$ cat src/cma_params.svh
// Constants for the current measurement and auto-zero block
`ifndef CMA_PARAMS_SVH
`define CMA_PARAMS_SVH

// ---------------------------------------------------------------
// Time base
// ---------------------------------------------------------------
`define CMA_CLK_HZ        64'd200000000
`define CMA_AZ_PERIOD_S   64'd30
`define CMA_MEAS_PERIOD   32'd200000

// ---------------------------------------------------------------
// Arithmetic
// ---------------------------------------------------------------
`define CMA_GAIN_SHIFT    14
`define CMA_FULL_SCALE    32'd16384
`define CMA_STEP_UV       32'd9150
`define CMA_SAT_MAX       16'sh7fff
`define CMA_SAT_MIN       (-16'sh7fff)

// ---------------------------------------------------------------
// Register byte addresses
// ---------------------------------------------------------------
`define CMA_ADDR_CTRL     8'h00
`define CMA_ADDR_STATUS   8'h04
`define CMA_ADDR_COFS     8'h08
`define CMA_ADDR_GAIN     8'h0c
`define CMA_ADDR_AZOFS    8'h10
`define CMA_ADDR_ZONE     8'h14
`define CMA_ADDR_CURR     8'h18
`define CMA_ADDR_ACC_LO   8'h1c
`define CMA_ADDR_ACC_HI   8'h20

// ---------------------------------------------------------------
// Fields and reset values
// ---------------------------------------------------------------
`define CMA_CTRL_AZ_EN    0
`define CMA_CTRL_ACC_CLR  1
`define CMA_ST_AZ_ACTIVE  0
`define CMA_ST_IN_ZONE    1
`define CMA_ST_AZ_DUE     2
`define CMA_RST_GAIN      16'h4000
`define CMA_RST_ZONE      16'h0003
`define CMA_RST_OFS       16'h0000

`endif

$ cat src/cma_pkg.sv
// Types and shared arithmetic for the current measurement block
package cma_pkg;

   // Gray order: normal period, then auto-zero period
   typedef enum logic [1:0] {
      CMA_MODE_NORMAL = 2'b00,
      CMA_MODE_AZ     = 2'b01
   } cma_mode_t;

   typedef logic signed [15:0] cma_cur_t;

   // Symmetric saturation so that negation never overflows
   function automatic cma_cur_t cma_sat16(input logic signed [35:0] v);
      if (v > 36'sd32767) begin
         return 16'sh7fff;
      end else if (v < -36'sd32767) begin
         return -16'sh7fff;
      end else begin
         return v[15:0];
      end
   endfunction

endpackage

$ cat src/cma_top.sv
// Current channel post-processing with auto-zero and charge accumulation
//
// Functional notes
// - Current is (raw - offset - auto-zero offset) times gain, divided by 16384.
// - Readings whose magnitude is under the zero-zone limit read zero and are not accumulated.
// - The current channel carries 15 bits of magnitude plus sign.
// - One step is 9.15 mV over the shunt in milliohms; full scale is 16384 steps.
// - Current is signed, covering charge and discharge.
// - Corrected current is accumulated every measurement period on the clock time base.
// - With auto-zero enabled, an auto-zero cycle runs once every 30 seconds.
// - During auto-zero the shunt inputs are shorted and the zero-input offset is measured.
// - An auto-zero period skips the normal conversion and reuses the previous current.
// - The auto-zero offset is kept per chip and subtracted in the current computation.
// - The host writes offset and gain constants and the block uses the stored values.
//
// Register access over Wishbone and the register offsets were chosen for this implementation.
`include "cma_params.svh"

module cma_top #(
   parameter longint unsigned AZ_CYCLES   = `CMA_AZ_PERIOD_S * `CMA_CLK_HZ,
   parameter int unsigned     MEAS_PERIOD = `CMA_MEAS_PERIOD
) (
   input  wire logic               clk,           // 200 MHz clock
   input  wire logic               rst,           // Async reset, high
   input  wire logic               wb_cyc_i,      // Wishbone cycle
   input  wire logic               wb_stb_i,      // Wishbone strobe
   input  wire logic               wb_we_i,       // Wishbone write
   input  wire logic        [7:0]  wb_adr_i,      // Byte address
   input  wire logic        [31:0] wb_dat_i,      // Write data
   input  wire logic        [3:0]  wb_sel_i,      // Byte enables
   output logic             [31:0] wb_dat_o,      // Read data
   output logic                    wb_ack_o,      // Acknowledge
   input  wire logic               adc_valid,     // Converter result strobe
   input  wire logic signed [15:0] adc_data,      // Signed converter result
   output logic                    conv_start,    // Start of a period
   output logic                    shunt_short,   // Short shunt inputs
   output cma_pkg::cma_cur_t       current_ma,    // Corrected current
   output logic                    current_valid, // New current pulse
   output logic                    in_zero_zone,  // Current reads zero
   output logic signed      [47:0] capacity       // Accumulated charge
);

   localparam int AZ_W  = $clog2(AZ_CYCLES + 1);
   localparam int PER_W = $clog2(MEAS_PERIOD + 1);

   if (AZ_CYCLES < 2 || MEAS_PERIOD < 8 || AZ_CYCLES < 64'(MEAS_PERIOD)) begin : g_chk
      $error("cma_top: period parameters out of range");
   end

   // ---------------------------------------------------------------
   // Register state
   // ---------------------------------------------------------------
   logic                     az_enable;
   logic                     acc_clear;
   logic signed [15:0]       current_offset_corr;
   logic        [15:0]       current_gain_corr;
   logic signed [15:0]       autozero_offset;
   logic        [15:0]       zero_zone_limit;

   cma_pkg::cma_mode_t       mode;
   logic        [PER_W-1:0]  per_cnt;
   logic        [AZ_W-1:0]   az_cnt;
   logic                     az_due;
   logic                     got_sample;
   logic                     period_end;
   logic                     az_tick;
   logic                     take;
   logic                     corr_in_valid;
   logic                     az_capture;
   logic                     res_valid;
   cma_pkg::cma_cur_t        res_cur;
   logic                     res_zone;
   logic                     wb_req;
   logic                     wb_wr;
   logic signed [35:0]       az_meas;

   function automatic logic [15:0] wr16(input logic [15:0] old,
                                        input logic [31:0] d,
                                        input logic [3:0]  sel);
      logic [15:0] r;
      r = old;
      if (sel[0]) begin
         r[7:0] = d[7:0];
      end
      if (sel[1]) begin
         r[15:8] = d[15:8];
      end
      return r;
   endfunction

   // ---------------------------------------------------------------
   // Wishbone slave, one wait state
   // ---------------------------------------------------------------
   assign wb_req = wb_cyc_i && wb_stb_i && !wb_ack_o;
   assign wb_wr  = wb_req && wb_we_i;

   always_ff @(posedge clk or posedge rst) begin
      if (rst) begin
         wb_ack_o <= 1'b0;
      end else begin
         wb_ack_o <= wb_req;
      end
   end

   // Unmapped addresses acknowledge and read as zero
   always_ff @(posedge clk or posedge rst) begin
      if (rst) begin
         wb_dat_o <= '0;
      end else if (wb_req && !wb_we_i) begin
         case (wb_adr_i)
            `CMA_ADDR_CTRL:   wb_dat_o <= {31'h0, az_enable};
            `CMA_ADDR_STATUS: wb_dat_o <= {29'h0, az_due, in_zero_zone, shunt_short};
            `CMA_ADDR_COFS:   wb_dat_o <= {16'h0, current_offset_corr};
            `CMA_ADDR_GAIN:   wb_dat_o <= {16'h0, current_gain_corr};
            `CMA_ADDR_AZOFS:  wb_dat_o <= {16'h0, autozero_offset};
            `CMA_ADDR_ZONE:   wb_dat_o <= {16'h0, zero_zone_limit};
            `CMA_ADDR_CURR:   wb_dat_o <= {16'h0, current_ma};
            `CMA_ADDR_ACC_LO: wb_dat_o <= capacity[31:0];
            `CMA_ADDR_ACC_HI: wb_dat_o <= {16'h0, capacity[47:32]};
            default:          wb_dat_o <= '0;
         endcase
      end
   end

   // ---------------------------------------------------------------
   // Host-written configuration
   // ---------------------------------------------------------------
   always_ff @(posedge clk or posedge rst) begin
      if (rst) begin
         az_enable <= 1'b0;
         acc_clear <= 1'b0;
      end else begin
         acc_clear <= 1'b0;
         if (wb_wr && wb_adr_i == `CMA_ADDR_CTRL && wb_sel_i[0]) begin
            az_enable <= wb_dat_i[`CMA_CTRL_AZ_EN];
            acc_clear <= wb_dat_i[`CMA_CTRL_ACC_CLR];
         end
      end
   end

   always_ff @(posedge clk or posedge rst) begin
      if (rst) begin
         current_offset_corr <= `CMA_RST_OFS;
         current_gain_corr   <= `CMA_RST_GAIN;
         zero_zone_limit     <= `CMA_RST_ZONE;
      end else if (wb_wr) begin
         case (wb_adr_i)
            `CMA_ADDR_COFS: current_offset_corr <= wr16(current_offset_corr, wb_dat_i, wb_sel_i);
            `CMA_ADDR_GAIN: current_gain_corr <= wr16(current_gain_corr, wb_dat_i, wb_sel_i);
            `CMA_ADDR_ZONE: zero_zone_limit <= wr16(zero_zone_limit, wb_dat_i, wb_sel_i);
            default: ;
         endcase
      end
   end

   // Measured offset wins over a host write in the same cycle
   assign az_meas = 36'(adc_data) - 36'(current_offset_corr);

   always_ff @(posedge clk or posedge rst) begin
      if (rst) begin
         autozero_offset <= `CMA_RST_OFS;
      end else if (az_capture) begin
         autozero_offset <= cma_pkg::cma_sat16(az_meas);
      end else if (wb_wr && wb_adr_i == `CMA_ADDR_AZOFS) begin
         autozero_offset <= wr16(autozero_offset, wb_dat_i, wb_sel_i);
      end
   end

   // ---------------------------------------------------------------
   // Measurement period and auto-zero scheduling
   // ---------------------------------------------------------------
   assign period_end = (per_cnt == PER_W'(MEAS_PERIOD - 1));
   assign az_tick    = az_enable && (az_cnt == AZ_W'(AZ_CYCLES - 1));

   always_ff @(posedge clk or posedge rst) begin
      if (rst) begin
         per_cnt <= '0;
      end else begin
         per_cnt <= period_end ? '0 : per_cnt + 1'b1;
      end
   end

   // Held at zero while disabled so enabling restarts a full interval
   always_ff @(posedge clk or posedge rst) begin
      if (rst) begin
         az_cnt <= '0;
      end else if (!az_enable || az_tick) begin
         az_cnt <= '0;
      end else begin
         az_cnt <= az_cnt + 1'b1;
      end
   end

   // The due flag survives until a period boundary takes it or auto-zero is disabled; a new tick wins
   always_ff @(posedge clk or posedge rst) begin
      if (rst) begin
         az_due <= 1'b0;
      end else if (az_tick) begin
         az_due <= 1'b1;
      end else if (!az_enable || (period_end && az_due)) begin
         az_due <= 1'b0;
      end
   end

   always_ff @(posedge clk or posedge rst) begin
      if (rst) begin
         mode        <= cma_pkg::CMA_MODE_NORMAL;
         shunt_short <= 1'b0;
         conv_start  <= 1'b0;
      end else begin
         conv_start <= period_end;
         if (period_end) begin
            if (az_due && az_enable) begin
               mode        <= cma_pkg::CMA_MODE_AZ;
               shunt_short <= 1'b1;
            end else begin
               mode        <= cma_pkg::CMA_MODE_NORMAL;
               shunt_short <= 1'b0;
            end
         end
      end
   end

   // ---------------------------------------------------------------
   // Sample routing: first result of each period only
   // ---------------------------------------------------------------
   assign take          = adc_valid && !got_sample;
   assign corr_in_valid = take && (mode == cma_pkg::CMA_MODE_NORMAL);
   assign az_capture    = take && (mode == cma_pkg::CMA_MODE_AZ);

   always_ff @(posedge clk or posedge rst) begin
      if (rst) begin
         got_sample <= 1'b0;
      end else if (period_end) begin
         got_sample <= 1'b0;
      end else if (take) begin
         got_sample <= 1'b1;
      end
   end

   // Raw input is sign plus 15 magnitude bits; one count is one current step
   cma_corrector u_corr (
      .clk       (clk),
      .rst       (rst),
      .in_valid  (corr_in_valid),
      .in_raw    (adc_data),
      .in_cofs   (current_offset_corr),
      .in_azofs  (autozero_offset),
      .in_gain   (current_gain_corr),
      .in_zone   (zero_zone_limit),
      .res_valid (res_valid),
      .res_cur   (res_cur),
      .res_zone  (res_zone)
   );

   // Auto-zero periods leave these untouched, so the old value is reused
   always_ff @(posedge clk or posedge rst) begin
      if (rst) begin
         current_ma    <= '0;
         in_zero_zone  <= 1'b1;
         current_valid <= 1'b0;
      end else begin
         current_valid <= res_valid;
         if (res_valid) begin
            current_ma   <= res_cur;
            in_zero_zone <= res_zone;
         end
      end
   end

   // ---------------------------------------------------------------
   // Charge accumulation, one step per measurement period
   // ---------------------------------------------------------------
   always_ff @(posedge clk or posedge rst) begin
      if (rst) begin
         capacity <= '0;
      end else if (acc_clear) begin
         capacity <= '0;
      end else if (period_end && !in_zero_zone) begin
         capacity <= capacity + 48'(current_ma);
      end
   end
endmodule

$ cat src/cma_corrector.sv
// Two-stage offset, gain and zero-zone correction of one raw sample
`include "cma_params.svh"

module cma_corrector (
   input  wire logic                clk,       // System clock
   input  wire logic                rst,       // Async reset, high
   input  wire logic                in_valid,  // Raw sample strobe
   input  wire logic signed [15:0]  in_raw,    // Raw signed result
   input  wire logic signed [15:0]  in_cofs,   // Stored offset
   input  wire logic signed [15:0]  in_azofs,  // Auto-zero offset
   input  wire logic        [15:0]  in_gain,   // Gain, unity 16384
   input  wire logic        [15:0]  in_zone,   // Zero-zone limit
   output logic                     res_valid, // Result strobe
   output cma_pkg::cma_cur_t        res_cur,   // Corrected current
   output logic                     res_zone   // Result was zeroed
);

   logic                signed [17:0] diff;
   logic                              s1_valid;
   logic                       [15:0] s1_gain;
   logic                       [15:0] s1_zone;
   logic                signed [35:0] prod;
   logic                signed [35:0] scaled;
   cma_pkg::cma_cur_t                 sat;
   logic                       [15:0] mag;

   // ---------------------------------------------------------------
   // Stage 1: offset subtraction, 18 bits so it cannot wrap
   // ---------------------------------------------------------------
   always_ff @(posedge clk or posedge rst) begin
      if (rst) begin
         diff     <= '0;
         s1_valid <= 1'b0;
         s1_gain  <= `CMA_RST_GAIN;
         s1_zone  <= `CMA_RST_ZONE;
      end else begin
         s1_valid <= in_valid;
         if (in_valid) begin
            diff    <= 18'(in_raw) - 18'(in_cofs) - 18'(in_azofs);
            s1_gain <= in_gain;
            s1_zone <= in_zone;
         end
      end
   end

   // ---------------------------------------------------------------
   // Stage 2: gain, divide by 16384, saturate, zero zone
   // ---------------------------------------------------------------
   always_comb begin
      prod   = 36'(diff) * 36'(signed'({1'b0, s1_gain}));
      scaled = prod >>> `CMA_GAIN_SHIFT;
      sat    = cma_pkg::cma_sat16(scaled);
      mag    = sat[15] ? 16'(-sat) : 16'(sat);
   end

   always_ff @(posedge clk or posedge rst) begin
      if (rst) begin
         res_valid <= 1'b0;
         res_cur   <= '0;
         res_zone  <= 1'b0;
      end else begin
         res_valid <= s1_valid;
         if (s1_valid) begin
            res_zone <= (mag < s1_zone);
            res_cur  <= (mag < s1_zone) ? 16'sh0000 : sat;
         end
      end
   end

endmodule

$ cat config.mk
export PLATFORM = sky130hd
export DESIGN_NAME = cma_top
export DESIGN_NICKNAME = d
export VERILOG_FILES = /design/src/cma_pkg.sv /design/src/cma_top.sv /design/src/cma_corrector.sv
export VERILOG_INCLUDE_DIRS = /design/src
export SDC_FILE = /design/constraint.sdc
export NUM_CORES = 2
export LEC_CHECK = 0
export BUFFER_PORTS_ARGS = -buffer_cell sky130_fd_sc_hd__buf_2
export CAP_MARGIN = 15
export CORE_MARGIN = 1
export CORE_UTILIZATION = 30
export CTS_CLUSTER_SIZE = 25
export DETAILED_ROUTE_END_ITERATION = 6
export PLACE_DENSITY_LB_ADDON = 0.12
export SYNTH_ARGS = -nofsm -noshare
export SYNTH_HDL_FRONTEND = slang
export SYNTH_SLANG_ARGS = --single-unit
$ cat constraint.sdc
create_clock -name clk -period 12.4 [get_ports clk]
set_input_delay 0.62 -clock clk [delete_from_list [all_inputs] [get_ports clk]]
set_output_delay 0.62 -clock clk [all_outputs]
set_load 0.05 [all_outputs]
== Word-level counts from Yosys, hierarchy flattened ==
Cells that the tools add are included.
W data, S select, Z words.

* Bits in registers: 291
* Bits in latches: 0
* RAM bits: 0
* Bits in read-only memories: 0
* Input bits: 66
* Logic and storage cells: 113
* Memories: 0

* Add/sub/neg operators: 7
* $mul: 1
* Div/mod/pow operators: 0
* Magnitude comparators: 5
* Equal/unequal tests: 11
* Shift operators: 0
* Multiplexer cells: 22
* Bitwise logic cells: 0
* Reductions and logical operators: 37

{| class="wikitable"
|+ Operator list
! cell !! count
|-
| $pmux W32 S9 || 1
|-
| $mux W16 || 8
|-
| $mux W48 || 2
|-
| $add A48 B16 Y48 || 1
|-
| $mul A18 B17 Y35 || 1
|-
| $sub A16 B16 Y17 || 2
|-
| $add A33 B1 Y33 const B || 1
|-
| $eq A33 B33 Y1 const B || 1
|-
| $mux W33 || 1
|-
| $eq A8 B5 Y1 const B || 4
|-
| $gt A21 B16 Y1 const B || 1
|-
| $lt A21 B16 Y1 const B || 1
|-
| $add A18 B1 Y18 const B || 1
|-
| $eq A18 B18 Y1 const B || 1
|-
| $mux W18 || 1
|-
| $reduce_and A3 Y1 || 6
|-
| $sub A17 B16 Y18 || 1
|-
| $gt A17 B16 Y1 const B || 1
|-
| $lt A17 B16 Y1 const B || 1
|-
| $eq A8 B4 Y1 const B || 2
|-
| $lt A16 B16 Y1 || 1
|-
| $mux W8 || 2
|-
| $neg A16 Y16 || 1
|-
| $logic_and A1 B1 Y1 || 14
|-
| other kinds (10) || 27
|}

== Longest topological paths before layout ==
* Word-level depth: 8
* Depth in mapped cells: 47

== Cells and area by module ==
A second synthesis with hierarchy kept.

* Cell total of the unflattened synthesis: 3172
* Area total of the unflattened synthesis: 29303.1 sq um

{| class="wikitable"
|+ Modules (own cells, without submodules)
! module !! times used !! cells each !! area each (sq um)
|-
| cma_corrector || 1 || 1843 || 16364.4
|-
| cma_top || 1 || 1329 || 12938.7
|}

== Worst setup path before layout ==
OpenSTA, ideal clock, no wires.

* Kind: register to register
* Start point: register u_corr.s1_gain[3]
* End point: register u_corr.res_cur[2]
* Arrival: 10.194 ns
* Setup slack: 2.060 ns
* Cell stages (with the launch flop): 46
* Clock period less this slack: 10.340 ns
* Cell sequence: dfrtp_1 > clkbuf_1 > clkbuf_1 > nand2_1 > fa_1 > inv_1 > fa_1 > fa_1 > fa_1 > fa_1 > inv_1 > fa_1 > inv_1 > ha_1 > buf_2 > and3_1 > clkbuf_1 > nand2_1 > (+10 left out) > inv_1 > a211oi_2 > o21ai_0 > xor2_1 > a22oi_1 > ha_1 > nor2b_1 > o21ai_0 > nand2b_1 > a21oi_1 > nor2b_1 > o21ai_0 > nand2b_1 > a21oi_1 > nand2_1 > nand2_1 > clkbuf_1 > o32ai_2

* Word-level cells in the longest chain between the ends: 8
* Elaborated cells on any way between the ends: 9
* Those cells by class: add/sub (1); mul (1); order compare (3); mux (4)

{| class="wikitable"
|+ Ends and longest elaborated chain
! item !! line !! RTL
|-
| start: declaration || cma_corrector.sv:20 || <nowiki>logic [15:0] s1_gain;</nowiki>
|-
| start signal: assignment || cma_corrector.sv:34 || <nowiki>s1_gain <= `CMA_RST_GAIN;</nowiki>
|-
| start signal: assignment || cma_corrector.sv:40 || <nowiki>s1_gain <= in_gain;</nowiki>
|-
| $mul A18 B17 Y35 (*) || cma_corrector.sv:50 || <nowiki>prod = 36'(diff) * 36'(signed'({1'b0, s1_gain}));</nowiki>
|-
| $lt A21 B16 Y1 || cma_pkg.sv:16 || <nowiki>end else if (v < -36'sd32767) begin</nowiki>
|-
| $mux W16 || cma_pkg.sv:16 ||
|-
| $mux W16 (*) || cma_pkg.sv:14 || <nowiki>if (v > 36'sd32767) begin</nowiki>
|-
| $neg A16 Y16 || cma_corrector.sv:53 || <nowiki>mag = sat[15] ? 16'(-sat) : 16'(sat);</nowiki>
|-
| $mux W16 || cma_corrector.sv:53 ||
|-
| $lt A16 B16 Y1 || cma_corrector.sv:65 || <nowiki>res_cur <= (mag < s1_zone) ? 16'sh0000 : sat;</nowiki>
|-
| $mux W16 (*) || cma_corrector.sv:65 ||
|-
| end signal: assignment || cma_corrector.sv:65 ||
|-
| end: declaration || cma_corrector.sv:14 || <nowiki>output cma_pkg::cma_cur_t res_cur,</nowiki>
|}

Mark *: on every way between the ends. The rest lies on a longest branch, timed or not.
A chain may end at the register's enable or synchronous reset.

== Final worst setup path ==
* Start point: register u_corr.s1_gain[7]
* End point: register u_corr.res_cur[9]

The elaborated chain is that of the path after synthesis.

==> results.cfg <==
[worst_hold_path]
hold_path_class = input port to asynchronous set/reset pin

[global_routing]
grt_pass1_wl_um = 140000
grt_pass1_vias = 23421
antenna_found_initial = 11
grt_use_total_pct = 19.0
grt_max_degree = 104
overflow = 0

[timing]
tightest_slew_ns = 1.08
skew_ns = 0.0240
final_max_slew_viol_count = 0
max_freq_mhz = 88.9
tns_ns = 0
setup_viol = 0
period_minus_slack_ns = 11.25
rsz0062_at_grt = false
hold_viol_final = 0
min_period_over_period_pct = 90.8
slew_headroom_pct = 27.5

[clock_network]
post_cts_resized = 0
clk_latency_ns = 0.57
h-tree-depth = 2
cts_sinks = 289
clk_pin_slew_ns = 0.06
cts_setup_buffers = 0
root_buffer = clkbuf_16
ctsHoldBuffers = 0
numCtsBuffers = 40
cts_buffer_depth = 3
cts_tree = yes

[route]
drt_iter0_markers = 1342
vias = 22418
wl_per_cell_um = 19.7
routed_wl_um = 89100
via_per_inst = 4.96
drc_errors = 0
postRouteAntennaNets = 0
first_pass_iters = 5

[logic_synthesis]
synth-seq-area-share_pct = 25.4
synth.net_count = 3685
ys.flop_type = dfrtp_1
synthesis.area_mm2 = 0.0285
synth-seq-cells = 289
syn_inst = 3123
yosys_warnings = 0
synth_cell_types = 91
ys_async_sr_fraction_pct = 100
avgSynthCellArea_um2 = 9.11
synth_edf_count = 0

[worst_setup_path]
path_max_fanout = 19
cp.arrival_ns = 11.64
critPathLaunchType = flip-flop
cp-startpoint = u_corr.s1_gain[7]$_DFFE_PP0P_
critical_path.most_common_cell = fa_1
critPathKind = flip-flop to flip-flop
cp.required_ns = 12.78
crit_slowest_cell = dfrtp_1
r2r-start = u_corr.s1_gain[7]$_DFFE_PP0P_
end_kind = flip-flop
slowest_delay_ns = 0.97

[power_and_ir_drop]
p_per_area_mw_per_mm2 = 79.7
ir_worst_vdd_uv = 99.1
leakage_nw = 16.1

[job]
cap_viol_max_count = 0

[cells_and_area]
regArea_mm2 = 0.00724
finish.utilization_pct = 34.3
syn_to_final_growth_pct = 12.9
drive_above_1_share_pct = 11.2
nFillCells = 9794
multiInputGateArea_mm2 = 0.0191
final_nets = 3795

[floorplan]
ios = 167
initial_utilization_pct = 30.4
core_area_mm2 = 0.0936
die_h_um = 310
rows = 112
die-area_mm2 = 0.0961
fp.dieW_um = 310

[place]
place.gp.congestion = 0.860
dp_hpwl_um = 69900
portBuffers = 148

[outcome]
status = finished, final reports clean
==> cells by family after synthesis <==
family,count (synthesis),share of synthesized area [%]
buf+inv,575,7.64
xor+xnor,136,4.19
other cells,1,0.0132
flops,289,25.4
compound gates,559,13.1
fa+ha+maj,501,30.1
simple gates,986,16.4
mux,76,3.08
==> routing by layer <==
layer	vias to the layer above	routed length [um]	part of all wire (%)	track usage (%)
met2	380	42900	48	32.0
met3	117	3040	3.4	2.25
met4	12	2070	2.3	4.83
met5	-	75	0.084	0
met1	11404	41000	46	25.7
li1	10505	-	-	-
==> through the flow <==
step,setup slack [ns],area (um^2),hold WS [ns],instances,power [mW]
after floorplan,2.06,28500,0.352,3123,1.19
after global placement,1.14,30600,0.455,4443,1.31
after detailed placement,1.06,30600,0.457,4443,1.31
after CTS,1.04,32100,0.221,4516,2.60
after global routing,0.321,32100,0.242,4519,2.67
final,1.15,32100,0.162,4521,2.56
==> critical path: cells and delay by family (launching register included) <==
family / cells / cell delay, ns
adders and majority gates: 9 / 4.57
AOI/OAI and AO/OA: 15 / 3.23
and+or+nand+nor: 10 / 1.62
DFF: 1 / 0.97
xor gates and xnor gates: 1 / 0.16
buffers and inverters: 5 / 0.52
==> registers in the layout, summed over array words and instances (netlist names), 18 cells and up <==
register     cells
az_cnt          33
per_cnt         18
u_corr.diff     18
wb_dat_o        32
capacity        48
==> Yosys cell counts (11+ instances only) <==
master	n	area, um^2
a211oi_1	19	143
a21o_1	48	360
a21oi_1	148	741
a221o_1	13	130
a221oi_1	18	158
a22o_1	18	158
a22oi_1	12	90.1
a31oi_1	14	87.6
and2_1	138	863
and3_1	28	175
buf_1	11	41.3
clkbuf_1	104	390
dfrtp_1	282	7060
fa_1	309	6190
ha_1	187	2340
inv_1	453	1700
mux2_2	53	597
mux2i_1	19	190
nand2_1	459	1720
nand2b_1	23	144
nand3_1	64	320
nand4_1	15	93.8
nor2_1	129	484
nor2b_1	17	106
nor3_1	29	145
o21ai_0	141	706
o21bai_1	12	90.1
o31ai_1	13	97.6
or3_1	33	206
xnor2_1	83	727
xor2_1	53	464
==> cells in the final DEF, fill, tap and decap left out, types with 129 or more instances in the layout <==
master	Yosys	final
nand2_1	459	459
inv_1	453	452
fa_1	309	309
dfrtp_1	282	282
ha_1	187	187
a21oi_1	148	148
buf_2	6	148
o21ai_0	141	141
and2_1	138	138
nor2_1	129	129
==> final timing paths <==
check                                                      end  slack, ns  cells after the start
max                              u_corr.res_cur[9]$_DFFE_PP0P_       1.15                     40
max in group asynchronous     current_gain_corr[3]$_DFFE_PP0P_      10.65                      3
max reg2reg                      u_corr.res_cur[9]$_DFFE_PP0P_       1.15                     40
min in group clk           current_offset_corr[14]$_DFFE_PP0P_       0.35                      3
min                                       az_cnt[23]$_DFF_PP0_       0.16                      2
min reg2reg                      u_corr.s1_zone[0]$_DFFE_PP1P_       0.46                      2
==> final cells by class <==
type	instances	share of cell area, %
repair buffers	190	3.35
clock inverters	17	0.935
clock buffers	56	3.53
well taps	1254	4.89
diodes	3	0.0234
flip-flops and latches	289	22.5
inverters	453	5.32
multi-input cells	2259	59.4
==> where the power goes <==
group          internal (mW)  switching (mW)  total [mW]
registers              0.970          0.0740        1.04
logic                 0.0843           0.161       0.245
clock network          0.805           0.465        1.27
(Power assumes the default switching activity.)
